==> config.mk <==
export PLATFORM = sky130hd
export DESIGN_NAME = fims_seq
export DESIGN_NICKNAME = d
export VERILOG_FILES = /design/src/fims_pkg.sv /design/src/fims_sync.sv /design/src/fims_seq.sv
export SDC_FILE = /design/constraint.sdc
export NUM_CORES = 1
export LEC_CHECK = 0
export ABC_CLOCK_PERIOD_IN_PS = 5200
export BUFFER_PORTS_ARGS = -buffer_cell sky130_fd_sc_hd__buf_2
export CAP_MARGIN = 40
export CORE_UTILIZATION = 50
export DETAILED_ROUTE_END_ITERATION = 6
export PLACE_DENSITY = 0.7
export SYNTH_ARGS = -nofsm -noshare
export SYNTH_HDL_FRONTEND = slang
export SYNTH_HIERARCHICAL = 1
export SYNTH_SLANG_ARGS = --single-unit
==> constraint.sdc <==
create_clock -name clk_in -period 5.2 [get_ports clk_in]
set_clock_uncertainty 0.15 [all_clocks]
set_input_delay 1.04 -clock clk_in [delete_from_list [all_inputs] [get_ports clk_in]]
set_output_delay 1.04 -clock clk_in [all_outputs]
set_load 0.02 [all_outputs]
==> src/fims_pkg.sv <==
// shared constants and types for the flash interface mode switch sequencer
package fims_pkg;

  // ==================================================
  // commands and feature protocol
  localparam logic [7:0] CMD_SET_FEATURE = 8'hef;
  localparam logic [7:0] CMD_RESET = 8'hff;
  localparam int FEATURE_PARAMS = 4;
  localparam logic [2:0] PARAM_LAST = 3'h4;

  // interface select field inside the first parameter byte
  localparam int IF_SEL_BIT = 4;
  localparam int MODE_MSB = 3;
  localparam logic [3:0] MODE_ZERO = 4'h0;

  // ==================================================
  // timing, clock period in ns
  localparam int CLK_NS = 50;
  localparam int MODE_CHANGE_WAIT_NS = 1000;
  localparam int FEATURE_BUSY_NS = 1000;
  localparam int PAGE_READ_INIT_US = 200;
  localparam int INTERLEAVE_BUSY_NS = 500;
  localparam int CACHE_BUSY_NS = 3000;
  localparam int RESET_IDLE_NS = 5000;
  localparam int RESET_PROG_NS = 10000;
  localparam int RESET_ERASE_NS = 50000;
  localparam int PAGE_PROGRAM_NS = 20000;
  localparam int BLOCK_ERASE_NS = 40000;
  localparam int CNT_W = 16;

  // cycle counts: longest-time figures round down; only the mode change wait is held at one or more
  localparam int MODE_CHANGE_CYC = (MODE_CHANGE_WAIT_NS / CLK_NS > 0) ?
                                   MODE_CHANGE_WAIT_NS / CLK_NS : 1;
  localparam int PAGE_READ_INIT_CYC = PAGE_READ_INIT_US * 1000 / CLK_NS;
  localparam int INTERLEAVE_CYC = INTERLEAVE_BUSY_NS / CLK_NS;
  localparam int CACHE_CYC = CACHE_BUSY_NS / CLK_NS;
  localparam int RESET_IDLE_CYC = RESET_IDLE_NS / CLK_NS;
  localparam int RESET_PROG_CYC = RESET_PROG_NS / CLK_NS;
  localparam int RESET_ERASE_CYC = RESET_ERASE_NS / CLK_NS;
  localparam int PAGE_PROGRAM_CYC = PAGE_PROGRAM_NS / CLK_NS;
  localparam int BLOCK_ERASE_CYC = BLOCK_ERASE_NS / CLK_NS;

  // ==================================================
  // array operation requests
  typedef enum logic [2:0] {
    FIMS_OP_PAGE_READ = 3'h0,
    FIMS_OP_PROGRAM = 3'h1,
    FIMS_OP_ERASE = 3'h2,
    FIMS_OP_IL_ERASE = 3'h3,
    FIMS_OP_IL_PROGRAM = 3'h4,
    FIMS_OP_IL_READ = 3'h5,
    FIMS_OP_CACHE_PROGRAM = 3'h6,
    FIMS_OP_CACHE_READ = 3'h7
  } fims_op_t;

  // link pins as seen by the device, after sampling
  typedef struct packed {
    logic ce_n;
    logic cle;
    logic ale;
    logic write_strobe_n;
    logic read_strobe_n;
    logic dqs;
    logic [7:0] dq;
  } fims_link_t;

  // active interface and timing mode
  typedef struct packed {
    logic src_sync;
    logic [3:0] mode;
  } fims_ifmode_t;

  // sequencer states, gray along command, params, wait, back to idle
  typedef enum logic [2:0] {
    FIMS_IDLE = 3'b000,
    FIMS_FADDR = 3'b001,
    FIMS_PARAM = 3'b011,
    FIMS_WAIT = 3'b010,
    FIMS_ARRAY = 3'b110,
    FIMS_RESET = 3'b111
  } fims_state_t;

endpackage

==> src/fims_sync.sv <==
// three-flop input synchroniser with agreement filter
`timescale 1ns/1ps
`default_nettype none
module fims_sync #(
  parameter logic RST_VAL = 1'b1
) (
  input wire logic clk_in,
  input wire logic arst_n_in,
  input wire logic d_in,
  output logic q_out
);
  logic s1_ff;
  logic s2_ff;
  logic s3_ff;

  // ==================================================
  // first stage feeds only the second; change taken once stages 2 and 3 agree
  always_ff @(posedge clk_in or negedge arst_n_in)
  begin
    if (!arst_n_in)
    begin
      s1_ff <= RST_VAL;
      s2_ff <= RST_VAL;
      s3_ff <= RST_VAL;
      q_out <= RST_VAL;
    end
    else
    begin
      s1_ff <= d_in;
      s2_ff <= s1_ff;
      s3_ff <= s2_ff;
      if (s2_ff == s3_ff)
      begin
        q_out <= s3_ff;
      end
    end
  end
endmodule // fims_sync
`default_nettype wire

==> src/fims_seq.sv <==
// device-side interface mode switch and array busy sequencer
`timescale 1ns/1ps
`default_nettype none
// Overview of operation
// - feature command, address and four params are taken in the current mode.
// - device recognises reset FFh in async mode 0 from any mode.
// - reset time has idle, program and erase maxima; program and erase maxima are used only for plain page program and block erase.
// - status ready bit goes low one cycle into the array busy interval and stays low to its end.
// - interleave busy typically 500 ns, bounded by the full operation time; the code uses a fixed 500 ns count, not limited by that time.
// - cache busy typically 3 us, bounded by page program or read time; the code uses a fixed 3 us count, not limited by either time.
// - device starts in async timing mode 0 at power on.
// - mode change wait and feature busy span the ready bit low time; the code times it by the mode change wait alone.
module fims_seq (
  input wire logic clk_in,
  input wire logic arst_n_in,
  input wire fims_pkg::fims_link_t link_in,
  input wire logic op_req_in,
  input wire fims_pkg::fims_op_t op_in,
  input wire logic init_done_in,
  input wire logic [fims_pkg::CNT_W-1:0] page_read_cyc_in,
  output fims_pkg::fims_ifmode_t ifmode_out,
  output logic status_ready_bit_out,
  output logic ready_busy_n_out,
  output logic op_busy_out
);
  fims_pkg::fims_link_t lk;
  fims_pkg::fims_state_t state_ff;
  fims_pkg::fims_ifmode_t ifmode_ff;
  fims_pkg::fims_ifmode_t pend_ff;
  logic [2:0] pcnt_ff;
  logic [fims_pkg::CNT_W-1:0] cnt_ff;
  logic we_d_ff;
  logic clk_d_ff;
  logic prog_ff;
  logic erase_ff;
  logic first_pp_ff;
  logic we_rise;
  logic clk_rise;
  logic latch_edge;
  logic cmd_cyc;
  logic data_cyc;
  logic async_reset;
  logic [fims_pkg::CNT_W-1:0] op_cyc;
  logic [fims_pkg::CNT_W-1:0] rst_cyc;

  // ==================================================
  // pin synchronisers, one per control pin; data bus sampled through one per bit
  fims_sync #(.RST_VAL(1'b1)) u_ce (.clk_in(clk_in), .arst_n_in(arst_n_in),
    .d_in(link_in.ce_n), .q_out(lk.ce_n));
  fims_sync #(.RST_VAL(1'b0)) u_cle (.clk_in(clk_in), .arst_n_in(arst_n_in),
    .d_in(link_in.cle), .q_out(lk.cle));
  fims_sync #(.RST_VAL(1'b0)) u_ale (.clk_in(clk_in), .arst_n_in(arst_n_in),
    .d_in(link_in.ale), .q_out(lk.ale));
  fims_sync #(.RST_VAL(1'b1)) u_we (.clk_in(clk_in), .arst_n_in(arst_n_in),
    .d_in(link_in.write_strobe_n), .q_out(lk.write_strobe_n));
  fims_sync #(.RST_VAL(1'b1)) u_re (.clk_in(clk_in), .arst_n_in(arst_n_in),
    .d_in(link_in.read_strobe_n), .q_out(lk.read_strobe_n));
  fims_sync #(.RST_VAL(1'b1)) u_dqs (.clk_in(clk_in), .arst_n_in(arst_n_in),
    .d_in(link_in.dqs), .q_out(lk.dqs));
  genvar gi;
  generate
    for (gi = 0; gi < 8; gi++)
    begin : g_dq
      fims_sync #(.RST_VAL(1'b0)) u_dq (.clk_in(clk_in), .arst_n_in(arst_n_in),
        .d_in(link_in.dq[gi]), .q_out(lk.dq[gi]));
    end
  endgenerate

  // ==================================================
  // edge detect on filtered strobes; clock line is the write strobe pin
  always_ff @(posedge clk_in or negedge arst_n_in)
  begin
    if (!arst_n_in)
    begin
      we_d_ff <= 1'b1;
      clk_d_ff <= 1'b1;
    end
    else
    begin
      we_d_ff <= lk.write_strobe_n;
      clk_d_ff <= lk.write_strobe_n;
    end
  end

  assign we_rise = lk.write_strobe_n & ~we_d_ff;
  assign clk_rise = lk.write_strobe_n & ~clk_d_ff;
  // async latches on write strobe rise, sync on clock rise
  assign latch_edge = ifmode_ff.src_sync ? clk_rise : we_rise;
  assign cmd_cyc = latch_edge & ~lk.ce_n & lk.cle & ~lk.ale;
  // sync data input cycle uses both latches high; repeated bytes take one copy
  assign data_cyc = latch_edge & ~lk.ce_n &
                    (ifmode_ff.src_sync ? (lk.cle & lk.ale & lk.read_strobe_n)
                                        : (~lk.cle & ~lk.ale));
  // reset in async mode 0 framing is heard in any state and any mode
  assign async_reset = we_rise & ~lk.ce_n & lk.cle & ~lk.ale & lk.read_strobe_n &
                       (lk.dq == fims_pkg::CMD_RESET);

  // ==================================================
  // busy length per operation; interleave and cache busy are fixed counts, not limited by the full operation time
  always_comb
  begin
    case (op_in)
      fims_pkg::FIMS_OP_PAGE_READ: op_cyc = first_pp_ff ?
        fims_pkg::CNT_W'(fims_pkg::PAGE_READ_INIT_CYC) : page_read_cyc_in;
      fims_pkg::FIMS_OP_PROGRAM: op_cyc = fims_pkg::CNT_W'(fims_pkg::PAGE_PROGRAM_CYC);
      fims_pkg::FIMS_OP_ERASE: op_cyc = fims_pkg::CNT_W'(fims_pkg::BLOCK_ERASE_CYC);
      fims_pkg::FIMS_OP_IL_ERASE,
      fims_pkg::FIMS_OP_IL_PROGRAM,
      fims_pkg::FIMS_OP_IL_READ: op_cyc = fims_pkg::CNT_W'(fims_pkg::INTERLEAVE_CYC);
      fims_pkg::FIMS_OP_CACHE_PROGRAM,
      fims_pkg::FIMS_OP_CACHE_READ: op_cyc = fims_pkg::CNT_W'(fims_pkg::CACHE_CYC);
      default: op_cyc = fims_pkg::CNT_W'(fims_pkg::PAGE_PROGRAM_CYC);
    endcase
  end

  // reset time chosen by what was running when reset arrived
  always_comb
  begin
    if (erase_ff)
      rst_cyc = fims_pkg::CNT_W'(fims_pkg::RESET_ERASE_CYC);
    else if (prog_ff)
      rst_cyc = fims_pkg::CNT_W'(fims_pkg::RESET_PROG_CYC);
    else
      rst_cyc = fims_pkg::CNT_W'(fims_pkg::RESET_IDLE_CYC);
  end

  // ==================================================
  // main sequencer; reset command overrides anything in flight
  always_ff @(posedge clk_in or negedge arst_n_in)
  begin
    if (!arst_n_in)
    begin
      state_ff <= fims_pkg::FIMS_IDLE;
      pcnt_ff <= 3'h0;
      cnt_ff <= '0;
      pend_ff <= '0;
      prog_ff <= 1'b0;
      erase_ff <= 1'b0;
    end
    else if (async_reset)
    begin
      state_ff <= fims_pkg::FIMS_RESET;
      cnt_ff <= rst_cyc;
      pend_ff <= '0; // back to async mode 0
      pcnt_ff <= 3'h0;
      prog_ff <= 1'b0;
      erase_ff <= 1'b0;
    end
    else
    begin
      case (state_ff)
        fims_pkg::FIMS_IDLE:
        begin
          if (cmd_cyc && lk.dq == fims_pkg::CMD_SET_FEATURE)
            state_ff <= fims_pkg::FIMS_FADDR;
          else if (op_req_in)
          begin
            state_ff <= fims_pkg::FIMS_ARRAY;
            cnt_ff <= op_cyc;
            prog_ff <= (op_in == fims_pkg::FIMS_OP_PROGRAM);
            erase_ff <= (op_in == fims_pkg::FIMS_OP_ERASE);
          end
        end
        fims_pkg::FIMS_FADDR:
        begin
          if (latch_edge && !lk.ce_n && lk.ale && !lk.cle)
          begin
            state_ff <= fims_pkg::FIMS_PARAM;
            pcnt_ff <= 3'h0;
          end
        end
        fims_pkg::FIMS_PARAM:
        begin
          if (data_cyc)
          begin
            if (pcnt_ff == 3'h0)
            begin
              pend_ff.src_sync <= lk.dq[fims_pkg::IF_SEL_BIT];
              pend_ff.mode <= lk.dq[fims_pkg::MODE_MSB:0];
            end
            pcnt_ff <= pcnt_ff + 3'h1;
            if (pcnt_ff + 3'h1 == fims_pkg::PARAM_LAST)
            begin
              state_ff <= fims_pkg::FIMS_WAIT;
              cnt_ff <= fims_pkg::CNT_W'(fims_pkg::MODE_CHANGE_CYC);
            end
          end
        end
        fims_pkg::FIMS_WAIT, fims_pkg::FIMS_ARRAY, fims_pkg::FIMS_RESET:
        begin
          if (cnt_ff > fims_pkg::CNT_W'(1))
            cnt_ff <= cnt_ff - fims_pkg::CNT_W'(1);
          else
          begin
            state_ff <= fims_pkg::FIMS_IDLE;
            cnt_ff <= '0;
            prog_ff <= 1'b0;
            erase_ff <= 1'b0;
          end
        end
        default: state_ff <= fims_pkg::FIMS_IDLE;
      endcase
    end
  end

  // ==================================================
  // mode applied once the wait ends and chip enable goes high;
  // the host picks the new clock rate only then
  always_ff @(posedge clk_in or negedge arst_n_in)
  begin
    if (!arst_n_in)
      ifmode_ff <= '0;
    else if (state_ff == fims_pkg::FIMS_IDLE && lk.ce_n)
      ifmode_ff <= pend_ff;
  end

  // first page read uses the conservative time until init completes
  always_ff @(posedge clk_in or negedge arst_n_in)
  begin
    if (!arst_n_in)
      first_pp_ff <= 1'b1;
    else if (init_done_in)
      first_pp_ff <= 1'b0;
  end

  // ==================================================
  // ready bit low from the second cycle of each busy interval; a reset command drops it at once
  always_ff @(posedge clk_in or negedge arst_n_in)
  begin
    if (!arst_n_in)
      status_ready_bit_out <= 1'b1;
    else if (async_reset)
      status_ready_bit_out <= 1'b0;
    else
      status_ready_bit_out <= !(state_ff == fims_pkg::FIMS_WAIT ||
        state_ff == fims_pkg::FIMS_ARRAY || state_ff == fims_pkg::FIMS_RESET) ||
        (cnt_ff <= fims_pkg::CNT_W'(1));
  end

  assign ifmode_out = ifmode_ff;
  assign ready_busy_n_out = status_ready_bit_out;
  assign op_busy_out = (state_ff == fims_pkg::FIMS_ARRAY);

  // ==================================================
  // checks
  property p_busy_low;
    @(posedge clk_in) disable iff (!arst_n_in)
      (state_ff == fims_pkg::FIMS_ARRAY && cnt_ff > fims_pkg::CNT_W'(1))
        |=> !status_ready_bit_out;
  endproperty
  a_busy_low: assert property (p_busy_low) else $error("ready bit high while busy");

  property p_reset_heard;
    @(posedge clk_in) disable iff (!arst_n_in)
      async_reset |=> (state_ff == fims_pkg::FIMS_RESET) && (pend_ff == '0);
  endproperty
  a_reset_heard: assert property (p_reset_heard) else $error("reset not taken");

  property p_wait_len;
    @(posedge clk_in) disable iff (!arst_n_in)
      (state_ff == fims_pkg::FIMS_WAIT && cnt_ff > fims_pkg::CNT_W'(1))
        |=> !status_ready_bit_out;
  endproperty
  a_wait_len: assert property (p_wait_len) else $error("ready bit high in mode wait");

  property p_wait_load;
    @(posedge clk_in) disable iff (!arst_n_in)
      (state_ff == fims_pkg::FIMS_WAIT && $past(state_ff) == fims_pkg::FIMS_PARAM
       && !$past(async_reset))
        |-> cnt_ff == fims_pkg::CNT_W'(fims_pkg::MODE_CHANGE_CYC);
  endproperty
  a_wait_load: assert property (p_wait_load) else $error("mode wait not loaded");

  property p_mode_hold;
    @(posedge clk_in) disable iff (!arst_n_in)
      !lk.ce_n |=> ifmode_ff == $past(ifmode_ff);
  endproperty
  a_mode_hold: assert property (p_mode_hold) else $error("mode changed with chip enabled");

  property p_rst_len;
    @(posedge clk_in) disable iff (!arst_n_in)
      (async_reset && erase_ff) |=> cnt_ff == fims_pkg::CNT_W'(fims_pkg::RESET_ERASE_CYC);
  endproperty
  a_rst_len: assert property (p_rst_len) else $error("erase reset time wrong");

  property p_first_read;
    @(posedge clk_in) disable iff (!arst_n_in)
      (state_ff == fims_pkg::FIMS_IDLE && op_req_in && !async_reset && !cmd_cyc &&
       op_in == fims_pkg::FIMS_OP_PAGE_READ && first_pp_ff)
        |=> cnt_ff == fims_pkg::CNT_W'(fims_pkg::PAGE_READ_INIT_CYC);
  endproperty
  a_first_read: assert property (p_first_read) else $error("first read time wrong");

  property p_short_busy;
    @(posedge clk_in) disable iff (!arst_n_in)
      (state_ff == fims_pkg::FIMS_IDLE && op_req_in && !async_reset && !cmd_cyc &&
       op_in == fims_pkg::FIMS_OP_IL_READ)
        |=> cnt_ff == fims_pkg::CNT_W'(fims_pkg::INTERLEAVE_CYC);
  endproperty
  a_short_busy: assert property (p_short_busy) else $error("interleave busy wrong");
endmodule // fims_seq
`default_nettype wire

==> Flow_metrics.wiki <==
{| class="wikitable"
! Metric !! Value
|-
| RSZ-0062 raised after global routing || no
|-
| Std-Cell Core Area || 0.00773 mm^2
|-
| Avg Inst Size Synth || 11.1 um^2
|-
| Startpoint type of the worst setup path || register
|-
| Required time worst endpoint || 5.32 ns
|-
| Total nets after synthesis || 403
|-
| Sum of overflow across all layers after global routing || 0
|-
| Global placement routability congestion || 0.859
|-
| Final critical path time including I/O delays and setup || 3.10 ns
|-
| Power spent charging and discharging nets || 356 uW
|-
| Overall power after layout || 1380 uW
|-
| Post-cts sizing count || 0
|-
| GRT Resource Usage Total || 0.223
|-
| Cell area after technology mapping || 0.00399 mm^2
|-
| Number of antenna violations at the first check in global routing || 0
|-
| Final worst-path setup slack || 2.10 ns
|-
| Worst hold slack || 0.204 ns
|-
| Number of failing hold endpoints at the final stage || 0
|-
| Number of cells after detailed placement || 490
|-
| Routed via count || 2925
|-
| Num CTS Buffers || 9
|-
| Final Cycle Share || 0.596
|-
| Switching share of power || 0.258
|-
| Post-DRT Antenna Nets || 0
|-
| Critical-path maximum fanout || 20
|-
| Maximum buffer depth of the clock tree || 2
|-
| Synth warnings || 6
|-
| Clock-pin slew on the worst setup and hold paths || 0.09 ns
|-
| Most common flop cell mapped by yosys || sky130_fd_sc_hd__dfrtp_1
|-
| Antenna Diode Count || 0
|-
| Ports placed on the boundary || 45
|-
| Met2 track utilization from global routing || 0.359
|-
| Post-CTS Setup Bufs || 0
|-
| DR iter-0 viols || 184
|-
| Setup total negative slack || 0 ns
|-
| Post-placement worst setup slack || 2.15 ns
|-
| Via count of the first global-routing pass || 2886
|-
| Final Slew Violations || 0
|-
| Setup violation total in the final timing report || 0
|-
| Slew headroom || 0.473
|-
| Met3 GRT Util || 0.0486
|-
| Flops & latches, synth || 89
|-
| Maximum number of pins on one net before global-route repair || 54
|-
| Crit path capture type || register
|-
| Top library cells by usage in the layout, fill and taps aside || sky130_fd_sc_hd__dfrtp_1, sky130_fd_sc_hd__buf_2, sky130_fd_sc_hd__nand2_1, sky130_fd_sc_hd__nor2_1
|-
| Most Used Layer, Global Route || met2
|-
| Internal power || 1020 uW
|-
| MaxCap Viol Count || 0
|-
| First-pass GRT wire length || 14400 um
|-
| Die ar. || 0.00834 mm^2
|-
| Number of hold-repair buffers added at the cts stage || 0
|-
| Post-synthesis cell count || 361
|-
| H-tree lvl count || 3
|-
| Floorplan die height || 91.3 um
|-
| Std cell rows || 32
|-
| Horizontal die dimension || 91.3 um
|-
| Area growth, synth to finish || 11.7%
|-
| Clock root buffer master || sky130_fd_sc_hd__clkbuf_8
|-
| # nets final || 441
|-
| Routed WL || 8290 um
|-
| Total iterations of the first detailed-routing run || 4
|-
| Most common cell after layout, fill and taps aside || sky130_fd_sc_hd__dfrtp_1
|-
| Class of the worst hold path || register to register
|-
| Worst path arrival time || 3.22 ns
|-
| Number of buffers inserted by port buffering || 43
|-
| Remaining routing DRC violations || 0
|-
| Number of standard cells in the layout, taps in and fillers out || 506
|-
| Number of clock sinks || 89
|-
| Outcome || completed
|-
| Crit Path Category || register to register
|-
| Clock tree from TritonCTS || yes
|-
| Number of vias per cell after detailed routing || 5.78
|-
| HPWL after DPL || 5720 um
|-
| VDD IR-drop max || 0.204 mV
|-
| Max frequency || 323 MHz
|-
| GR met1 Demand/Resource || 0.297
|-
| Seq/Total Area, Yosys || 0.563
|-
| Initial core utilization || 0.517
|-
| Count of distinct cell types in the synthesized netlist || 65
|-
| Pleak || 0.00192 uW
|-
| Number of flops mapped to enable cells by yosys || 0
|-
| Transition time at the pin with the least slew margin || 0.789 ns
|-
| Share of final-layout standard cells stronger than drive strength 1 || 0.252
|-
| Logic gate share of total power || 0.078
|-
| Clock Power Share || 0.356
|-
| Latest clock arrival within the worst-skew pair || 0.37 ns
|-
| Proportion of register bits with asynchronous set or reset after synthesis || 1.00
|-
| Power per standard cell area || 310 mW/mm^2
|-
| Reg power frac || 0.566
|-
| Routed WL per cell || 16.4 um
|}
==> routing by layer <==
metal | vias to the layer above | part of all wire
li1 | 1391 | -
met1 | 1432 | 0.44
met2 | 85 | 0.48
met3 | 17 | 0.057
met4 | 0 | 0.021
met5 | - | 0
==> per-stage QoR <==
step	utilization	cell area, um^2
3_5_place_dp	0.550	4250
6_report	0.577	4460
2_1_floorplan	-	3990
4_1_cts	0.577	4460
5_1_grt	0.577	4460
3_3_place_gp	0.550	4250
==> cells in the mapped netlist, drive strengths merged (6+ instances only) <==
library cell / n / area, um^2
nor2: 30 / 113
nor4: 6 / 43.8
maj3: 13 / 146
a21oi: 16 / 83.8
o21ai: 29 / 145
clkbuf: 10 / 37.5
buf: 7 / 58.8
nand2: 30 / 113
nor3: 17 / 90.1
dfrtp: 74 / 1850
inv: 8 / 30.0
dfstp: 15 / 394
nand3: 8 / 40.0
mux2: 7 / 78.8
==> final cells by class <==
| class | instances | area (um^2) |
|---|---|---|
| inverter | 8 | 30.0 |
| multi-input combinational | 247 | 1620 |
| tap | 102 | 128 |
| clock inverter | 7 | 87.6 |
| fill | 667 | 3270 |
| sequential | 89 | 2250 |
| clock buffer | 9 | 124 |
| timing repair buffer | 44 | 225 |
==> flip-flops by register name, summed over array words and instances (netlist names), 3 cells and up <==
| signal | cells |
|---|---|
| ifmode_out | 5 |
| g_dq.u_dq/s2_ff | 8 |
| pend_ff | 5 |
| g_dq.u_dq/s1_ff | 8 |
| cnt_ff | 16 |
| pcnt_ff | 3 |
| g_dq.u_dq/q_out | 8 |
| g_dq.u_dq/s3_ff | 8 |
| state_ff | 3 |
==> logic make-up (layout without fill, tap and decap cells) <==
logic type / Yosys count / after routing / synth area share
AND/OR/NAND/NOR: 131 / 131 / 0.174
flip-flops: 89 / 89 / 0.563
AO/OA/AOI/OAI: 85 / 85 / 0.146
buffers and inverters: 25 / 68 / 0.0317
adder cells (fa/ha/maj): 18 / 18 / 0.0524
multiplexers: 9 / 9 / 0.0248
XOR/XNOR: 4 / 4 / 0.00878
==> path summary, 6_finish.rpt <==
kind,startpoint,end,slack (ns),cells past startpoint
setup / recovery,state_ff[1],cnt_ff[9],2.10,5
hold / removal,g_dq[6].u_dq/s1_ff,g_dq[6].u_dq/s2_ff,0.20,0
setup reg to reg,state_ff[1],cnt_ff[9],2.10,5
hold reg to reg,g_dq[6].u_dq/s1_ff,g_dq[6].u_dq/s2_ff,0.20,0
max in group asynchronous,arst_n_in,state_ff[1],3.40,2
min in group asynchronous,arst_n_in,cnt_ff[4],0.48,1
==> worst max-delay path, stage by stage, from the launching register on <==
cell and delay (ns):
sky130_fd_sc_hd__dfrtp_1 0.78, sky130_fd_sc_hd__inv_1 0.44, sky130_fd_sc_hd__nor2_1 0.47, sky130_fd_sc_hd__a21boi_1 0.72, sky130_fd_sc_hd__a211oi_1 0.19, sky130_fd_sc_hd__o31ai_1 0.26
==> power by group through the flow <==
stage	clock (uW)	combinational, uW	sequential [uW]
6_report	492	108	782
5_1_grt	535	122	791
4_1_cts	509	109	782
3_5_place_dp	0	109	795
3_3_place_gp	0	106	793
2_1_floorplan	0	69.7	783
Note: power is estimated with default switching activity, not from simulation.
